===== config.mk =====
export PLATFORM = sky130hd
export DESIGN_NAME = scsm_top
export DESIGN_NICKNAME = d
export VERILOG_FILES = /design/src/rtl/scsm_pkg.sv /design/src/rtl/scsm_tick_div.sv /design/src/rtl/scsm_lock_cnt.sv /design/src/rtl/scsm_top.sv
export SDC_FILE = /design/constraint.sdc
export NUM_CORES = 1
export LEC_CHECK = 0
export ABC_AREA = 1
export BUFFER_PORTS_ARGS = -buffer_cell sky130_fd_sc_hd__clkbuf_2
export CAP_MARGIN = 10
export CORE_AREA = 2 2 116 129
export DETAILED_ROUTE_END_ITERATION = 7
export DIE_AREA = 0 0 118 131
export PLACE_DENSITY = 0.86
export SLEW_MARGIN = 20
export SYNTH_ARGS = -nofsm -noshare
export SYNTH_HDL_FRONTEND = slang
export SYNTH_HIERARCHICAL = 1
export SYNTH_SLANG_ARGS = --single-unit
export TNS_END_PERCENT = 20

===== constraint.sdc =====
create_clock -name hclk -period 6.5 [get_ports hclk]
set_input_delay 0.975 -clock hclk [delete_from_list [all_inputs] [get_ports hclk]]
set_output_delay 0.975 -clock hclk [all_outputs]
set_load 0.05 [all_outputs]

===== src/rtl/scsm_pkg.sv =====
// constants and types for the system clock select and multiplier block
package scsm_pkg;

	// --------------------------------------------------------------
	// register map (byte addresses, one word each)
	// --------------------------------------------------------------
	localparam logic [7:0] ADDR_PMR = 8'h00; // power_mode_register
	localparam logic [7:0] ADDR_EXF = 8'h04; // extended_flag_register
	localparam logic [7:0] ADDR_IST = 8'h08; // interrupt status, read clears
	localparam logic [7:0] ADDR_IMK = 8'h0c; // interrupt mask

	// --------------------------------------------------------------
	// field positions
	// --------------------------------------------------------------
	localparam int PMR_SEL_HI  = 7; // clock_divide_select_hi
	localparam int PMR_SEL_LO  = 6; // clock_divide_select_lo
	localparam int PMR_ENA_BIT = 4; // multiplier_enable
	localparam int PMR_FAC_BIT = 3; // multiplier_factor_select
	localparam int EXF_RDY_BIT = 4; // multiplier_ready_flag
	localparam int EXF_RNG_BIT = 2; // ring_osc_active_flag
	localparam int IRQ_W       = 3; // number of event bits
	localparam int IRQ_RDY     = 0; // multiplier became ready
	localparam int IRQ_RNG     = 1; // switched back from ring oscillator
	localparam int IRQ_REJ     = 2; // select write refused

	// --------------------------------------------------------------
	// divide select encodings
	// --------------------------------------------------------------
	localparam logic [1:0] SEL_MULT = 2'h0; // frequency multiplier
	localparam logic [1:0] SEL_RSVD = 2'h1; // reserved, never accepted
	localparam logic [1:0] SEL_DIV4 = 2'h2; // divide-by-4, reset value
	localparam logic [1:0] SEL_SLOW = 2'h3; // slow_clock_mode

	// --------------------------------------------------------------
	// ratios and timing
	// --------------------------------------------------------------
	localparam int unsigned SLOW_DIV    = 256;   // slow source divide
	localparam int unsigned MULT_2X     = 2;     // factor select 0
	localparam int unsigned MULT_4X     = 4;     // factor select 1
	localparam logic [1:0]  MC_LAST     = 2'h3;  // last of four system ticks
	localparam int unsigned LOCK_CYCLES = 65536; // external clock cycles
	localparam int unsigned OSC_DIV_DEF = 16;    // hclk cycles per oscillator cycle
	localparam int          PER_W       = 24;    // system period counter width
	localparam logic [2:0]  HSIZE_WORD  = 3'h2;  // 32-bit transfer

	// --------------------------------------------------------------
	// multiplier engage sequence, one-hot
	// --------------------------------------------------------------
	typedef enum logic [3:0] {
		SEQ_IDLE  = 4'h1, // nothing in progress
		SEQ_ENCLR = 4'h2, // enable cleared in divide-by-4
		SEQ_FACT  = 4'h4, // factor written
		SEQ_ARMED = 4'h8  // enable set in order, lock running
	} scsm_seq_t;

endpackage


===== src/rtl/scsm_tick_div.sv =====
// programmable tick divider, new period taken only at period end
`timescale 1ns/1ns
module scsm_tick_div #(
	parameter int W = 24
) (
	input  wire logic         hclk,
	input  wire logic         hresetn,
	input  wire logic [W-1:0] period,
	output logic              tick
);

	// --------------------------------------------------------------
	// state
	// --------------------------------------------------------------
	typedef struct packed {
		logic [W-1:0] cnt;  // cycles left in period
		logic         tick; // one-cycle pulse
	} scsm_div_t;

	scsm_div_t r;      // registered state
	scsm_div_t next_r; // next state

	// count down; reload only on wrap so no period is ever cut short
	always_comb begin
		next_r = r;
		next_r.tick = 1'b0;
		if (r.cnt == '0) begin // boundary: safe point to change length
			next_r.tick = 1'b1;
			next_r.cnt = period - W'(1);
		end else begin // mid period
			next_r.cnt = r.cnt - W'(1);
		end
	end

	// state register
	always_ff @(posedge hclk or negedge hresetn) begin
		if (!hresetn) begin
			r <= '0;
		end else begin
			r <= next_r;
		end
	end

	assign tick = r.tick;

endmodule


===== src/rtl/scsm_lock_cnt.sv =====
// counts oscillator cycles after a start pulse, flags completion
`timescale 1ns/1ns
module scsm_lock_cnt #(
	parameter int unsigned COUNT = 65536
) (
	input  wire logic hclk,
	input  wire logic hresetn,
	input  wire logic start,
	input  wire logic clear,
	input  wire logic step,
	output logic      busy,
	output logic      done,
	output logic      fin
);

	// --------------------------------------------------------------
	// state
	// --------------------------------------------------------------
	localparam int W = $clog2(COUNT + 1); // counter width

	typedef struct packed {
		logic         busy; // counting
		logic         done; // count reached, level
		logic         fin;  // count reached, pulse
		logic [W-1:0] cnt;  // cycles counted
	} scsm_lock_t;

	scsm_lock_t r;      // registered state
	scsm_lock_t next_r; // next state

	// clear beats start; start restarts a running count
	always_comb begin
		next_r = r;
		next_r.fin = 1'b0;
		if (clear) begin // abandon
			next_r.busy = 1'b0;
			next_r.done = 1'b0;
			next_r.cnt = '0;
		end else if (start) begin // begin a fresh count
			next_r.busy = 1'b1;
			next_r.done = 1'b0;
			next_r.cnt = '0;
		end else if (r.busy && step) begin // one oscillator cycle
			if (r.cnt == W'(COUNT - 1)) begin
				next_r.busy = 1'b0;
				next_r.done = 1'b1;
				next_r.fin = 1'b1;
				next_r.cnt = '0;
			end else begin
				next_r.cnt = r.cnt + W'(1);
			end
		end
	end

	// state register
	always_ff @(posedge hclk or negedge hresetn) begin
		if (!hresetn) begin
			r <= '0;
		end else begin
			r <= next_r;
		end
	end

	assign busy = r.busy;
	assign done = r.done;
	assign fin  = r.fin;

endmodule


===== src/rtl/scsm_top.sv =====
// system clock source select, multiplier lock and machine-cycle tick
//
// How it works
// - select field picks oscillator, slow, or multiplier
// - machine tick every fourth system tick
// - timers run from system tick
// - select 00 uses multiplier, factor 2x/4x
// - clocks per cycle 2,1,-,4,1024
// - new rate applies next machine cycle
// - select changes only via divide-by-4
// - refused select write keeps old value
// - track engage order, refuse 00 otherwise
// - ready flag after 65536 oscillator cycles
// - multiplier engaged on following machine cycle
// - leaving multiplier needs only select write
// - ring flag clears after 65536 cycles
//
// Implementation choices: the AHB-Lite slave port and the placing of the registers.
`timescale 1ns/1ns
module scsm_top #(
	parameter int unsigned OSC_DIV     = scsm_pkg::OSC_DIV_DEF,
	parameter int unsigned LOCK_CYCLES = scsm_pkg::LOCK_CYCLES
) (
	input  wire logic        hclk,
	input  wire logic        hresetn,
	input  wire logic        hsel,
	input  wire logic [31:0] haddr,
	input  wire logic [1:0]  htrans,
	input  wire logic        hwrite,
	input  wire logic [2:0]  hsize,
	input  wire logic [31:0] hwdata,
	input  wire logic        hready,
	output logic             hreadyout,
	output logic             hresp,
	output logic [31:0]      hrdata,
	input  wire logic        ring_exit,
	output logic             osc_tick,
	output logic             sys_clk_tick,
	output logic             timer_base_tick,
	output logic             machine_tick,
	output logic [1:0]       clock_source_sel,
	output logic             multiplier_on,
	output logic             irq
);

	// --------------------------------------------------------------
	// state
	// --------------------------------------------------------------
	typedef struct packed {
		logic [1:0]              sel;       // select field as software sees it
		logic [1:0]              sel_eff;   // select in force on the clock
		logic                    factor;    // multiplier_factor_select
		logic                    mult_en;   // multiplier_enable
		scsm_pkg::scsm_seq_t     seq;       // engage sequence tracker
		logic [1:0]              mcnt;      // system ticks in machine cycle
		logic                    mach_tick; // machine cycle pulse
		logic [scsm_pkg::IRQ_W-1:0] ist;    // sticky events
		logic [scsm_pkg::IRQ_W-1:0] imask;  // interrupt mask
		logic                    irq;       // masked event level
		logic                    dp_wr;     // write data phase pending
		logic [7:0]              dp_addr;   // address of pending write
		logic [31:0]             rdata;     // read data register
	} scsm_state_t;

	scsm_state_t r;      // registered state
	scsm_state_t next_r; // next state

	localparam int PER_W_L = scsm_pkg::PER_W; // period width

	logic             sys_tick;  // system clock tick from divider
	logic             rdy_done;  // multiplier_ready_flag
	logic             rdy_fin;   // ready just reached
	logic             rdy_start; // start lock count
	logic             rdy_clear; // abandon lock count
	logic             ring_busy; // ring_osc_active_flag
	logic             ring_fin;  // switched back to oscillator
	logic [PER_W_L-1:0] sys_per; // current system period in hclk cycles

	// --------------------------------------------------------------
	// helpers
	// --------------------------------------------------------------
	// system period for a select and factor, in hclk cycles
	function automatic logic [PER_W_L-1:0] sys_period(input logic [1:0] s, input logic f);
		logic [PER_W_L-1:0] p;
		p = PER_W_L'(OSC_DIV);
		if (s == scsm_pkg::SEL_MULT) begin
			p = f ? PER_W_L'(OSC_DIV / scsm_pkg::MULT_4X) : PER_W_L'(OSC_DIV / scsm_pkg::MULT_2X);
		end else if (s == scsm_pkg::SEL_SLOW) begin
			p = PER_W_L'(OSC_DIV * scsm_pkg::SLOW_DIV);
		end
		return p;
	endfunction

	// a select change is legal only to or from divide-by-4
	function automatic logic sel_ok(input logic [1:0] cur, input logic [1:0] nw, input logic mult_ok);
		logic ok;
		ok = 1'b0;
		if (nw == cur) begin // no change
			ok = 1'b1;
		end else if (nw == scsm_pkg::SEL_RSVD) begin
			ok = 1'b0;
		end else if (nw == scsm_pkg::SEL_MULT) begin
			ok = (cur == scsm_pkg::SEL_DIV4) && mult_ok;
		end else if (nw == scsm_pkg::SEL_SLOW) begin
			ok = (cur == scsm_pkg::SEL_DIV4);
		end else begin // back to divide-by-4
			ok = 1'b1;
		end
		return ok;
	endfunction

	// --------------------------------------------------------------
	// clock dividers and lock counters
	// --------------------------------------------------------------
	// oscillator model: one tick per external clock cycle
	scsm_tick_div #(.W(PER_W_L)) u_osc (
		.hclk    (hclk),
		.hresetn (hresetn),
		.period  (PER_W_L'(OSC_DIV)),
		.tick    (osc_tick)
	);

	assign sys_per = sys_period(r.sel_eff, r.factor);

	// system clock; period change waits for a boundary
	scsm_tick_div #(.W(PER_W_L)) u_sys (
		.hclk    (hclk),
		.hresetn (hresetn),
		.period  (sys_per),
		.tick    (sys_tick)
	);

	// multiplier lock time
	scsm_lock_cnt #(.COUNT(LOCK_CYCLES)) u_rdy (
		.hclk    (hclk),
		.hresetn (hresetn),
		.start   (rdy_start),
		.clear   (rdy_clear),
		.step    (osc_tick),
		.busy    (),
		.done    (rdy_done),
		.fin     (rdy_fin)
	);

	// ring oscillator switchback after stop-mode exit
	scsm_lock_cnt #(.COUNT(LOCK_CYCLES)) u_ring (
		.hclk    (hclk),
		.hresetn (hresetn),
		.start   (ring_exit),
		.clear   (1'b0),
		.step    (osc_tick),
		.busy    (ring_busy),
		.done    (),
		.fin     (ring_fin)
	);

	// --------------------------------------------------------------
	// next-state logic: bus, select lock, sequence, events
	// --------------------------------------------------------------
	always_comb begin
		logic                       acc;     // address phase taken
		logic                       rd_ist;  // read of status clears it
		logic                       rej;     // select write refused
		logic [1:0]                 w_sel;   // written select
		logic                       w_en;    // written enable
		logic                       w_fac;   // written factor
		logic [1:0]                 sel_aft; // select after this write
		logic [scsm_pkg::IRQ_W-1:0] ev;      // events this cycle
		acc = 1'b0;
		rd_ist = 1'b0;
		rej = 1'b0;
		w_sel = hwdata[scsm_pkg::PMR_SEL_HI:scsm_pkg::PMR_SEL_LO];
		w_en = hwdata[scsm_pkg::PMR_ENA_BIT];
		w_fac = hwdata[scsm_pkg::PMR_FAC_BIT];
		sel_aft = r.sel;
		ev = '0;
		rdy_start = 1'b0;
		rdy_clear = 1'b0;
		next_r = r;
		next_r.dp_wr = 1'b0;

		// machine cycle: every fourth system tick
		next_r.mach_tick = 1'b0;
		if (sys_tick) begin
			next_r.mcnt = r.mcnt + 2'h1;
			if (r.mcnt == scsm_pkg::MC_LAST) begin
				next_r.mach_tick = 1'b1;
			end
		end
		// written select reaches the clock at the machine cycle boundary
		if (r.mach_tick) begin
			next_r.sel_eff = r.sel;
		end

		// address phase; only word transfers are acted on
		acc = hsel && htrans[1] && hready && (hsize == scsm_pkg::HSIZE_WORD);
		if (acc && hwrite) begin
			next_r.dp_wr = 1'b1;
			next_r.dp_addr = haddr[7:0];
		end else if (acc) begin // read: data captured now, shown in data phase
			next_r.rdata = '0;
			if (haddr[7:0] == scsm_pkg::ADDR_PMR) begin
				next_r.rdata[scsm_pkg::PMR_SEL_HI:scsm_pkg::PMR_SEL_LO] = r.sel;
				next_r.rdata[scsm_pkg::PMR_ENA_BIT] = r.mult_en;
				next_r.rdata[scsm_pkg::PMR_FAC_BIT] = r.factor;
			end else if (haddr[7:0] == scsm_pkg::ADDR_EXF) begin
				next_r.rdata[scsm_pkg::EXF_RDY_BIT] = rdy_done;
				next_r.rdata[scsm_pkg::EXF_RNG_BIT] = ring_busy;
			end else if (haddr[7:0] == scsm_pkg::ADDR_IST) begin
				next_r.rdata[scsm_pkg::IRQ_W-1:0] = r.ist;
				rd_ist = 1'b1;
			end else if (haddr[7:0] == scsm_pkg::ADDR_IMK) begin
				next_r.rdata[scsm_pkg::IRQ_W-1:0] = r.imask;
			end
		end

		// data phase of a write
		if (r.dp_wr && (r.dp_addr == scsm_pkg::ADDR_PMR)) begin
			if (sel_ok(r.sel, w_sel, (r.seq == scsm_pkg::SEQ_ARMED) && rdy_done)) begin
				next_r.sel = w_sel;
				sel_aft = w_sel;
			end else begin // field keeps its old value
				rej = 1'b1;
			end
			if (!w_en) begin
				// drop the multiplier only when neither the select after this write nor the select in force is 00
				if ((sel_aft != scsm_pkg::SEL_MULT) && (r.sel_eff != scsm_pkg::SEL_MULT)) begin
					next_r.mult_en = 1'b0;
					next_r.factor = w_fac;
					if ((r.seq == scsm_pkg::SEQ_ENCLR) || (r.seq == scsm_pkg::SEQ_FACT)) begin
						next_r.seq = scsm_pkg::SEQ_FACT;
					end else if ((r.sel == scsm_pkg::SEL_DIV4) && !ring_busy) begin
						next_r.seq = scsm_pkg::SEQ_ENCLR;
					end else begin
						next_r.seq = scsm_pkg::SEQ_IDLE;
					end
				end
			end else if (!r.mult_en) begin
				next_r.mult_en = 1'b1;
				if ((r.seq == scsm_pkg::SEQ_FACT) && (r.sel == scsm_pkg::SEL_DIV4) && !ring_busy) begin
					next_r.seq = scsm_pkg::SEQ_ARMED;
					rdy_start = 1'b1;
				end else begin // out of order: select 00 refused until enable is cleared and the sequence rerun
					next_r.seq = scsm_pkg::SEQ_IDLE;
				end
			end
		end else if (r.dp_wr && (r.dp_addr == scsm_pkg::ADDR_IMK)) begin
			next_r.imask = hwdata[scsm_pkg::IRQ_W-1:0];
		end
		// leaving the armed state drops the ready flag
		if ((r.seq == scsm_pkg::SEQ_ARMED) && (next_r.seq != scsm_pkg::SEQ_ARMED)) begin
			rdy_clear = 1'b1;
		end

		// sticky events; a new event wins over the read that clears
		ev[scsm_pkg::IRQ_RDY] = rdy_fin;
		ev[scsm_pkg::IRQ_RNG] = ring_fin;
		ev[scsm_pkg::IRQ_REJ] = rej;
		next_r.ist = (rd_ist ? '0 : r.ist) | ev;
		next_r.irq = |(next_r.ist & next_r.imask);
	end

	// --------------------------------------------------------------
	// state register
	// --------------------------------------------------------------
	// reset leaves divide-by-4 in force, multiplier off
	always_ff @(posedge hclk or negedge hresetn) begin
		if (!hresetn) begin
			r <= '0;
			r.sel <= scsm_pkg::SEL_DIV4;
			r.sel_eff <= scsm_pkg::SEL_DIV4;
			r.seq <= scsm_pkg::SEQ_IDLE;
		end else begin
			r <= next_r;
		end
	end

	// --------------------------------------------------------------
	// outputs
	// --------------------------------------------------------------
	assign hreadyout        = 1'b1; // zero wait states
	assign hresp            = 1'b0; // always OKAY
	assign hrdata           = r.rdata;
	assign sys_clk_tick     = sys_tick;
	assign timer_base_tick  = sys_tick;
	assign machine_tick     = r.mach_tick;
	assign clock_source_sel = r.sel_eff;
	assign multiplier_on    = r.mult_en;
	assign irq              = r.irq;

endmodule


=== Word level (Yosys, flattened, before mapping) ===
Cells that the tools add are included.

* Logic and storage cells: 150
* Memories kept: 0
* Bits in latches: 0
* Input bits: 75
* Bits in read-only memories: 0
* Register bits after elaboration: 125
* Bits in writable memories: 0
* Output and inout port bits: 42

* Equality and inequality tests: 17
* Div/mod/pow operators: 0
* Multipliers: 0
* $add $sub $neg: 6
* Multiplexer cells: 63
* Order comparisons: 0
* Bitwise gates (word level): 4
* Shifts and indexed selects: 0
* Reductions and logical operators: 36

{| class="wikitable"
|+ Operators by type and width
! cell !! number
|-
| $mux W17 || 5
|-
| $mux W24 || 3
|-
| $sub A24 B1 Y24 const B || 3
|-
| $logic_not A24 Y1 || 2
|-
| $mux W20 || 2
|-
| $add A17 B1 Y17 const B || 2
|-
| $eq A17 B16 Y1 const B || 2
|-
| $mux W1 || 28
|-
| $mux W3 || 9
|-
| $eq A8 B4 Y1 const B || 3
|-
| $logic_not A8 Y1 || 2
|-
| $mux W2 || 8
|-
| $mux W4 || 4
|-
| $logic_and A1 B1 Y1 || 15
|-
| $mux W13 || 1
|-
| $mux W5 || 2
|-
| $reduce_bool A2 Y1 || 5
|-
| $mux W9 || 1
|-
| $eq A2 B2 Y1 const B || 4
|-
| $eq A8 B3 Y1 const B || 1
|-
| $reduce_and A2 Y1 || 4
|-
| $reduce_bool A3 Y1 || 2
|-
| $eq A4 B2 Y1 const B || 1
|-
| $eq A4 B3 Y1 const B || 1
|-
| 14 further kinds || 16
|}

=== Depth between registers and ports, before layout ===
Gate-level depths: netlist of run 1.

* Depth after elaboration: 19
* Gate-level depth with buffers: 24
* Depth with buffers taken out: 24

=== Cells and area by module ===
Netlist of run 1, hierarchy kept.

{| class="wikitable"
|+ Modules (own cells, without submodules)
! module !! area an instance (sq um) !! cells an instance !! instances !! sequential area each (sq um)
|-
| scsm_tick_div || 2212.1 || 351 || 2 || 625.6
|-
| scsm_top || 2178.3 || 269 || 1 || 904.6
|-
| scsm_lock_cnt at u_ring || 1127.3 || 146 || 1 || 500.5
|-
| scsm_lock_cnt at u_rdy || 1122.3 || 147 || 1 || 500.5
|}

=== Least setup slack after synthesis of run 1 ===
No wires, ideal clock.

* Kind: input -> register
* From: input port hwdata[6]
* To: register u_rdy/r[10] in the netlist's numbering
* Buffers on the path: 0
* Arrival: 2.703 ns
* Setup slack: 3.725 ns
* Stages: 21
* Library setup time: 0.072 ns
* Required time: 6.428 ns
* Cells stage by stage: inv_1 nand2_1 nor2_4 nand2_2 a21boi_2 nand2_4 nand3_1 nand2_1 clkinv_1 nand2_1 nand2_1 nand2_1 nor2_1 nor2_1 nor2_1 inv_1 nor2_1 nand2_4 nand2_4 clkinv_2 nor2_1

* Word-level cells in the longest chain between the ends: 17
* Elaborated cells between the ends (all ways): 21
* Classes of those cells: eq/ne (4); mux (12); reduce/logical (5)

{| class="wikitable"
|+ Ends and longest elaborated chain
! item !! RTL line !! text
|-
| start: declaration || scsm_top.sv:31 || <nowiki>input wire logic [31:0] hwdata,</nowiki>
|-
| $eq A2 B2 Y1 || scsm_top.sv:104 || <nowiki>end else if (nw == scsm_pkg::SEL_SLOW) begin</nowiki>
|-
| $mux W1 || scsm_top.sv:104 ||
|-
| $mux W1 || scsm_top.sv:102 || <nowiki>end else if (nw == scsm_pkg::SEL_MULT) begin</nowiki>
|-
| $mux W1 || scsm_top.sv:100 || <nowiki>end else if (nw == scsm_pkg::SEL_RSVD) begin</nowiki>
|-
| $mux W1 || scsm_top.sv:98 || <nowiki>if (nw == cur) begin</nowiki>
|-
| $mux W1 || scsm_top.sv:218 || <nowiki>if (r.dp_wr && (r.dp_addr == scsm_pkg::ADDR_PMR)) begin</nowiki>
|-
| $mux W2 (*) || - ||
|-
| $mux W2 (*) || scsm_top.sv:218 ||
|-
| [2 not listed] || - ||
|-
| $mux W5 (*) || scsm_top.sv:227 || <nowiki>if ((sel_aft != scsm_pkg::SEL_MULT) && (r.sel_eff != scsm_pkg::SEL_MULT)) begin</nowiki>
|-
| $mux W5 (*) || scsm_top.sv:225 || <nowiki>if (!w_en) begin</nowiki>
|-
| $mux W4 (*) || scsm_top.sv:218 ||
|-
| $ne A4 B4 Y1 (*) || scsm_top.sv:251 || <nowiki>if ((r.seq == scsm_pkg::SEQ_ARMED) && (next_r.seq != scsm_pkg::SEQ_ARMED)) begin</nowiki>
|-
| $logic_and A1 B1 Y1 (*) || scsm_top.sv:251 ||
|-
| $mux W1 (*) || scsm_top.sv:251 ||
|-
| net rdy_clear || scsm_top.sv:74 || <nowiki>logic rdy_clear;</nowiki>
|-
| $reduce_bool A3 Y1 (no line) or $mux W17 (tied branches) || - ||
|-
| end signal: assignment || scsm_lock_cnt.sv:60 || <nowiki>r <= next_r;</nowiki>
|-
| end: declaration || scsm_lock_cnt.sv:28 || <nowiki>scsm_lock_t r;</nowiki>
|}

The timed path passes the listed nets; every way through them passes the cells marked *. The select of a mux whose other input is x is not followed.
A chain may end at the register's enable or synchronous reset.

=== Worst setup path in the final report of run 1 ===
Same ends and word-level chain as after synthesis.

==> results of run 1 <==
-- placed cells by master, fill, tap and decap left out, drive strengths merged, types with 7 or more instances in the layout --
| master | n |
|---|---|
| dfrtp | 122 |
| a21oi | 10 |
| nand4 | 67 |
| o21bai | 9 |
| o21ai | 42 |
| nand2 | 412 |
| xor2 | 33 |
| ha | 7 |
| buf | 8 |
| conb | 94 |
| xnor2 | 8 |
| nand3 | 71 |
| clkbuf | 56 |
| inv | 193 |
| nor2 | 201 |
-- worst register-to-register path, cell delays in order (launching register included) --
cell,delay [ps]
dfrtp_1,360
inv_1,80
nand4_1,150
nor2_2,310
inv_2,140
nor2_1,150
inv_1,110
nor4_1,370
nor2_1,140
nand2_1,410
nand2_1,200
nor2_2,150
nand2_1,80
xor2_1,140
nor2_1,110
-- power by group --
group          total [uW]  internal (uW)  switching (uW)  leakage (uW)
clock                 980            590             390      0.000298
sequential            917            868            48.5       0.00152
combinational         674            201             473       0.00301
-- state kept, by name, summed over array words and instances (netlist names) --
name / flops
u_ring/busy: 1
hrdata: 7
clock_source_sel: 2
u_rdy/fin: 1
machine_tick: 1
u_ring/r: 17
irq: 1
u_sys/tick: 1
u_ring/fin: 1
u_osc/tick: 1
u_sys/r: 24
r: 24
u_rdy/busy: 1
u_rdy/done: 1
u_osc/r: 24
u_rdy/r: 17
multiplier_on: 1
-- through the flow --
stage	total power (uW)	instance area (sq um)
after floorplan	1470	9160
after global placement	1570	9160
after detailed placement	1590	9160
after CTS	2580	9770
after global routing	2720	9770
final	2570	9770
-- cell type report --
class / count / area share
well taps: 192 / 0.0246
clock buffers: 18 / 0.0450
flip-flops and latches: 125 / 0.321
repair buffers: 46 / 0.0256
inverters: 186 / 0.0721
multi-input cells: 979 / 0.495
clock inverters: 14 / 0.0173
-- worst max-delay path by stage --
stage	start	endpoint	slack, ps	depth (start not counted)
CTS	hwdata[6]	u_rdy/r[10]	3430	23
detailed placement	hwdata[6]	u_rdy/r[10]	3050	23
global placement	hwdata[6]	u_rdy/r[10]	3090	23
finish	hwdata[6]	u_rdy/r[10]	3420	23
global route	hwdata[6]	u_rdy/r[10]	3100	23
floorplan	hwdata[6]	u_rdy/r[10]	3720	21
-- layer usage --
| layer | GRT usage | up-vias | routed length, um |
|---|---|---|---|
| met5 | 0 | - | 0 |
| li1 | - | 3998 | - |
| met3 | 0.0443 | 53 | 974 |
| met4 | 0.135 | 0 | 594 |
| met2 | 0.488 | 247 | 10000 |
| met1 | 0.312 | 3612 | 8050 |
==> results.toml, run 1 <==
[global_route]
grt_pass1_wl_mm = 33.8
first_global_vias = 7631
antenna_found_initial = 0
overflow = 0
grt_max_degree = 68
grt_usage = 0.269

[finish]
drive_gt1_frac = 0.153
fin_cells = 1560
ff_latch_area_sq_um = 3130
area_growth_pct = 10.8
multi_input_area_sq_um = 4830
fin_util = 0.687
nets = 1437
num_antenna_cells = 0
fill_cells = 1201

[timing]
fin_skew_ps = 7.17
clock.fmax_mhz = 324
rsz0062_at_grt = "false"
slew_violations = 0
setup-tns-final_ps = 0
whs_ps = 480
finalSetupViolations = 0
fin_crit_ps = 3080
fin_ws_ps = 3420
finalHoldViolations = 0
relSlewSlack = 0.438
fin_crit_sh = 0.474
tightestPinTransition_ps = 840

[setup_path]
worstSetupPathType = "in -> reg"
worstPathRequired_ps = 6860
crit_family = "simple AND/OR/NAND/NOR gates"
worstPathMaxFanout = 12
rr_startpoint = "r[39]"
ff2ff_path_depth = 14
critPathSlowestCell = "nand2_1"
crit_buf_inv = 3
r2r-end = "u_rdy/r[10]"
cp-start-kind = "input pin"
reg2reg_slack_ps = 3540
cp_cell_sequence = "clkbuf_2 > inv_1 > nand2_1 > nor2_4 > nand2_2 > nand3_1 > nand2_2 > nand2_4 > nand3_1 > nand2_1 > clkinv_1 > nand2_1 > nand2_1 > nand2_1 > nor2_1 > nor2_1 > nor2_1 > nand2_1 > nand2_1 > nor2_2 > nand2_1 > xor2_1 > nor2_1"
cpPeakStageDelay_ps = 410
cp_common_cell = "nand2_1"
crit_arrival_ps = 3440
end_kind = "register"

[clocking]
ctsLongestPathBuffers = 2
cts_resized = 0
cts_hold_buf = 0
cts_setup_buffers = 0
numCtsBuffers = 17
cts-root-buf = "clkbuf_16"
worstSkewPairLatency_ps = 430
cts_tree = "done"
cts.clk_slew.worst_paths_ps = 60
cts_num_sinks = 125
cts_max_level = 4

[routing]
antenna_left = 0
firstDrtPassIters = 6
drc = 0
wl_per_cell_um = 12.6
vias = 7910
drtIter0Drc = 546
routed_wl_mm = 19.6
vias_per_cell = 5.07

[floorplan]
start_util = 0.620
num_rows = 46
core_sq_um = 14200
io_pins = 117
die_h_um = 131
dieArea_sq_um = 15500
die_x_um = 118

[synthesis]
yosys_warnings = 6
syn_area_sq_um = 8820
syn_avg_cell_area_sq_um = 6.99
syn_inst = 1261

[power]
power.density_nw_per_um2 = 263
p_leak_uw = 0.00483
irDropWorstVdd_v = 0.000150

[run]
drv_cap = 0

[hold_path]
hold_depth = 1
hold_start = "u_rdy/r[16]"
holdPathEnd = "u_rdy/fin"
hold_class = "reg -> reg"

[placed_design]
dpl.hpwl_mm = 13.9
numPortBuffers = 39
dp_cells = 1528
gp_congestion = 0.907
dp_slack_ps = 3050

[run_status]
status = "finished, final reports clean"
Power figures use the tool's default switching activity.
==> run 2: changes to the inputs <==
ABC_AREA = 0   (was 1)
CORE_AREA = 2 2 120 133   (was 2 2 116 129)
DIE_AREA = 0 0 122 135   (was 0 0 118 131)
PLACE_DENSITY = 0.77   (was 0.86)
clock period = 2.7 ns   (was 6.5 ns; I/O delays follow)
==> run 2 against run 1 <==
The flow now finishes with violations (negative setup slack). Critical endpoint is now u_rdy/r[14]. Hold slack got worse by 260 ps. Combinational power is 47% lower. Sequential power grew 110%. Register-to-register slack worse by 3600 ps. Highest routed layer unchanged. First-iteration DRC count decreased by 9.7%. Critical path depth down 13. Largest cell class unchanged. Die area is 6.5% higher.
==> results.toml, run 2 <==
[run_status]
status = "finished, violations left"
violations = "negative setup slack"

[synthesis]
syn_area_sq_um = 7850
syn_avg_cell_area_sq_um = 8.99
syn_inst = 873
yosys_warnings = 6

[timing]
fin_crit_sh = 1.01
rsz0062_at_grt = "true"
slew_violations = 0
whs_ps = 222
setup-tns-final_ps = -43.5
tightestPinTransition_ps = 619
finalSetupViolations = 2
finalHoldViolations = 0
relSlewSlack = 0.587
fin_skew_ps = 14.7
fin_ws_ps = -40.4
fin_crit_ps = 2740
clock.fmax_mhz = 365

[routing]
drtIter0Drc = 493
firstDrtPassIters = 5
wl_per_cell_um = 14.0
drc = 0
vias_per_cell = 5.42
routed_wl_mm = 18.5
vias = 7183
antenna_left = 0

[clocking]
cts_num_sinks = 125
ctsLongestPathBuffers = 2
cts-root-buf = "clkbuf_16"
cts.clk_slew.worst_paths_ps = 60
numCtsBuffers = 17
cts_max_level = 4
cts_tree = "done"
worstSkewPairLatency_ps = 430

[setup_path]
crit_arrival_ps = 3060
cp_cell_sequence = "or4b_4 > or4_4 > a31o_4 > a22o_4 > a31oi_4 > nor2_1 > buf_4 > nand2_1 > a21oi_1 > a31o_2"
worstPathRequired_ps = 3020
worstSetupPathType = "reg -> reg"
worstPathMaxFanout = 5
end_kind = "register"
cp-start-kind = "register"
cpPeakStageDelay_ps = 540
critPathSlowestCell = "or4b_4"

[finish]
final_common_cell = "conb_1"
nets = 1198
drive_gt1_frac = 0.196
fin_cells = 1325
num_antenna_cells = 0
largestRegisters = "r: 24 flops, u_osc/r: 24 flops, u_sys/r: 24 flops"
layout_common_cells = "187 x conb_1, 122 x dfrtp_1, 83 x nor2_1, 67 x nand2_1, 67 x a21oi_1"
area_growth_pct = 25.8

[hold_path]
hold_class = "in -> reg"

[global_route]
grt_usage = 0.232
grt_pass1_wl_mm = 30.8
overflow = 0
grt_max_degree = 60
first_global_vias = 6715
antenna_found_initial = 0

[placed_design]
dp_cells = 1288
dpl.hpwl_mm = 12.7
gp_congestion = 0.864
numPortBuffers = 39

[power]
irDropWorstVdd_v = 0.000495
power.density_nw_per_um2 = 469
p_leak_uw = 0.00439

[floorplan]
core_sq_um = 15000
dieArea_sq_um = 16500
die_h_um = 135
io_pins = 117
die_x_um = 122
start_util = 0.524
num_rows = 47

[run]
drv_cap = 0
-- run 2: cell count changes in the layout (fill, tap and decap cells not counted), moves of 16 or more --
cell and delta:
a21oi_1 +57, a31oi_1 +16, buf_4 +57, conb_1 +93, inv_1 -154, nand2_1 -298, nand2_2 -36, nand3_1 -47
nand4_1 -42, nor2_1 -76, nor2_2 -29, nor3_1 +35, nor4_1 +20, or3_1 +17
-- run 2: path summary, 6_finish.rpt --
check,endpoint,cells past startpoint,start,slack (ps)
hold reg to reg,u_sys/r[1],1,u_sys/r[1],470
setup / recovery,u_rdy/r[14],10,r[38],-40
hold / removal,r[33],2,haddr[1],220
max in group asynchronous,multiplier_on,3,hresetn,1460
setup reg to reg,u_rdy/r[14],10,r[38],-40
min in group asynchronous,u_sys/r[11],2,hresetn,510
-- run 2: routing by layer --
metal / GRT usage / vias up / share of wire
met5: 0 / - / 0
met1: 0.290 / 3411 / 0.43
met3: 0.0536 / 37 / 0.046
met4: 0.0971 / 0 / 0.021
met2: 0.386 / 200 / 0.50
li1: - / 3535 / -
-- run 2: critical path, delay by kind of cell, from the launching register on --
family / cells / cell delay (ps)
AO/OA/AOI/OAI: 5 / 970
flip-flops: 1 / 370
AND/OR/NAND/NOR: 4 / 1140
buffers and inverters: 1 / 150
-- run 2: what timing repair did --
item,CTS,global route
endpoints found under the hold margin,54,0
endpoints found under the setup margin,11,33
buffers inserted,1,2
pin swaps,3,2
cloned,1,0
resized for setup,13,17
hold buffers,1,0
-- run 2: layout make-up --
cell class / count / area, sq um
Clock inverter: 15 / 175
Fill cell: 1222 / 5120
Tap cell: 196 / 245
Sequential cell: 125 / 3130
Timing Repair Buffer: 107 / 739
Inverter: 16 / 67.6
Clock buffer: 17 / 425
Multi-Input combinational cell: 849 / 5090
-- run 2: metrics by stage --
stage | util | area [sq um] | power (uW) | setup WS [ps]
detailed placement | 0.606 | 9090 | 2310 | -84.9
CTS | 0.653 | 9790 | 4650 | -27.1
finish | 0.659 | 9880 | 4630 | -40.4
global placement | 0.606 | 9090 | 2300 | -55.7
floorplan | - | 8610 | 2220 | -26.1
global route | 0.659 | 9880 | 4800 | -118
-- run 2: report_power, final --
part	internal, uW	switching, uW	total, uW
combinational	106	251	357
clock	1390	944	2330
sequential	1910	35.2	1940
==> run 3: changes to the inputs <==
CORE_AREA = 2 2 110 123   (was 2 2 120 133)
DIE_AREA = 0 0 112 125   (was 0 0 122 135)
PLACE_DENSITY = 0.86   (was 0.77)
clock period = 3.3 ns   (was 2.7 ns; I/O delays follow)
==> run 3 against run 2 <==
The run now ends clean. Clock power is 16% lower. First-iteration DRC count rose by 33%. Combinational power decreased by 29%. Register-to-register slack better by 220 ps. Final area shrank 6.5%. Critical path type unchanged. Largest power group unchanged. Highest routed layer unchanged.
==> results.toml, run 3 (same netlist as run 2, synthesis figures left out) <==
[floorplan]
core_sq_um = 12900
io_pins = 117
num_rows = 44
die_x_um = 112
die_h_um = 125
dieArea_sq_um = 14000
start_util = 0.610

[routing]
firstDrtPassIters = 5
vias = 6961
vias_per_cell = 5.64
drtIter0Drc = 657
drc = 0
routed_wl_mm = 17.5
wl_per_cell_um = 14.2
antenna_left = 0

[clocking]
numCtsBuffers = 17
cts_setup_buffers = 0
cts_num_sinks = 125
ctsLongestPathBuffers = 2
cts_tree = "done"
cts_max_level = 4
cts_resized = 0
cts-root-buf = "clkbuf_16"
worstSkewPairLatency_ps = 420
cts.clk_slew.worst_paths_ps = 60
cts_hold_buf = 0

[timing]
whs_ps = 93.1
fin_skew_ps = 5.33
tightestPinTransition_ps = 676
setup-tns-final_ps = 0
clock.fmax_mhz = 320
slew_violations = 0
relSlewSlack = 0.549
finalSetupViolations = 0
finalHoldViolations = 0
rsz0062_at_grt = "false"
fin_crit_sh = 0.946
fin_crit_ps = 3120

[power]
power.density_nw_per_um2 = 411
p_leak_uw = 0.00410
irDropWorstVdd_v = 0.000413

[finish]
area_growth_pct = 17.6
final_common_cell = "conb_1"
largestRegisters = "r: 24 flops, u_osc/r: 24 flops, u_sys/r: 24 flops"
layout_common_cells = "187 x conb_1, 122 x dfrtp_1, 83 x nor2_1, 67 x nand2_1, 67 x a21oi_1"
drive_gt1_frac = 0.135
nets = 1143
num_antenna_cells = 0
fin_area_sq_um = 9240

[global_route]
grt_max_degree = 52
first_global_vias = 6643
grt_usage = 0.259
overflow = 0
grt_pass1_wl_mm = 30.2
antenna_found_initial = 0

[setup_path]
crit_start = "clock_source_sel[1]"
crit_arrival_ps = 3430
worstPathMaxFanout = 5
worstPathRequired_ps = 3600
end_kind = "register"
worstSetupPathType = "reg -> reg"
cp-start-kind = "register"
rr_startpoint = "clock_source_sel[1]"

[placed_design]
dpl.hpwl_mm = 12.3
dpl-instance-area_sq_um = 8600
numPortBuffers = 39
gp_congestion = 0.866

[run_status]
status = "finished, final reports clean"

[run]
drv_cap = 0

[hold_path]
hold_class = "in -> async"
## run 3: cell type report
type / count / area, sq um
clock buffers: 18 / 439
clock inverters: 14 / 179
well taps: 161 / 201
multi-input cells: 848 / 4910
fillers: 914 / 3650
inverters: 16 / 60.1
flip-flops and latches: 125 / 3130
repair buffers: 53 / 315
## run 3: final timing paths
path	end	slack [ps]	depth (start not counted)
setup / recovery	u_sys/r[22]	180	9
hold reg to reg	u_osc/r[1]	460	1
max in group asynchronous	r[60]	2360	2
min in group hclk	r[56]	310	2
hold / removal	u_sys/r[12]	90	1
setup reg to reg	u_sys/r[22]	180	9
## run 3: critical path, cell delays in order (launching register included)
cell,delay (ps)
dfstp_2,540
inv_1,50
ha_1,320
or4_1,530
nand2b_1,230
or4_4,560
nor4_4,160
o2111ai_1,270
nor3_2,250
xnor2_1,90
## run 3: per-layer routing
metal | vias up | share of wire | GRT usage | wire (um)
met5 | - | 0 | 0 | 0
met4 | 0 | 0.020 | 0.104 | 356
met3 | 31 | 0.041 | 0.0422 | 720
met2 | 190 | 0.51 | 0.449 | 8970
met1 | 3310 | 0.43 | 0.325 | 7500
li1 | 3430 | - | - | -
## run 3: stage by stage
stage | worst slack [ps] | cells | power (uW) | utilization
after global routing | 48.2 | 1235 | 3930 | 0.717
final | 178 | 1235 | 3800 | 0.717
after floorplan | 383 | 1058 | 1810 | -
after detailed placement | 168 | 1203 | 1870 | 0.668
after global placement | 235 | 1203 | 1860 | 0.668
after CTS | 143 | 1235 | 3820 | 0.716
## run 3: where the power goes
group / switching, uW / internal (uW)
clock: 728 / 1220
sequential: 33.1 / 1560
combinational: 187 / 66.5
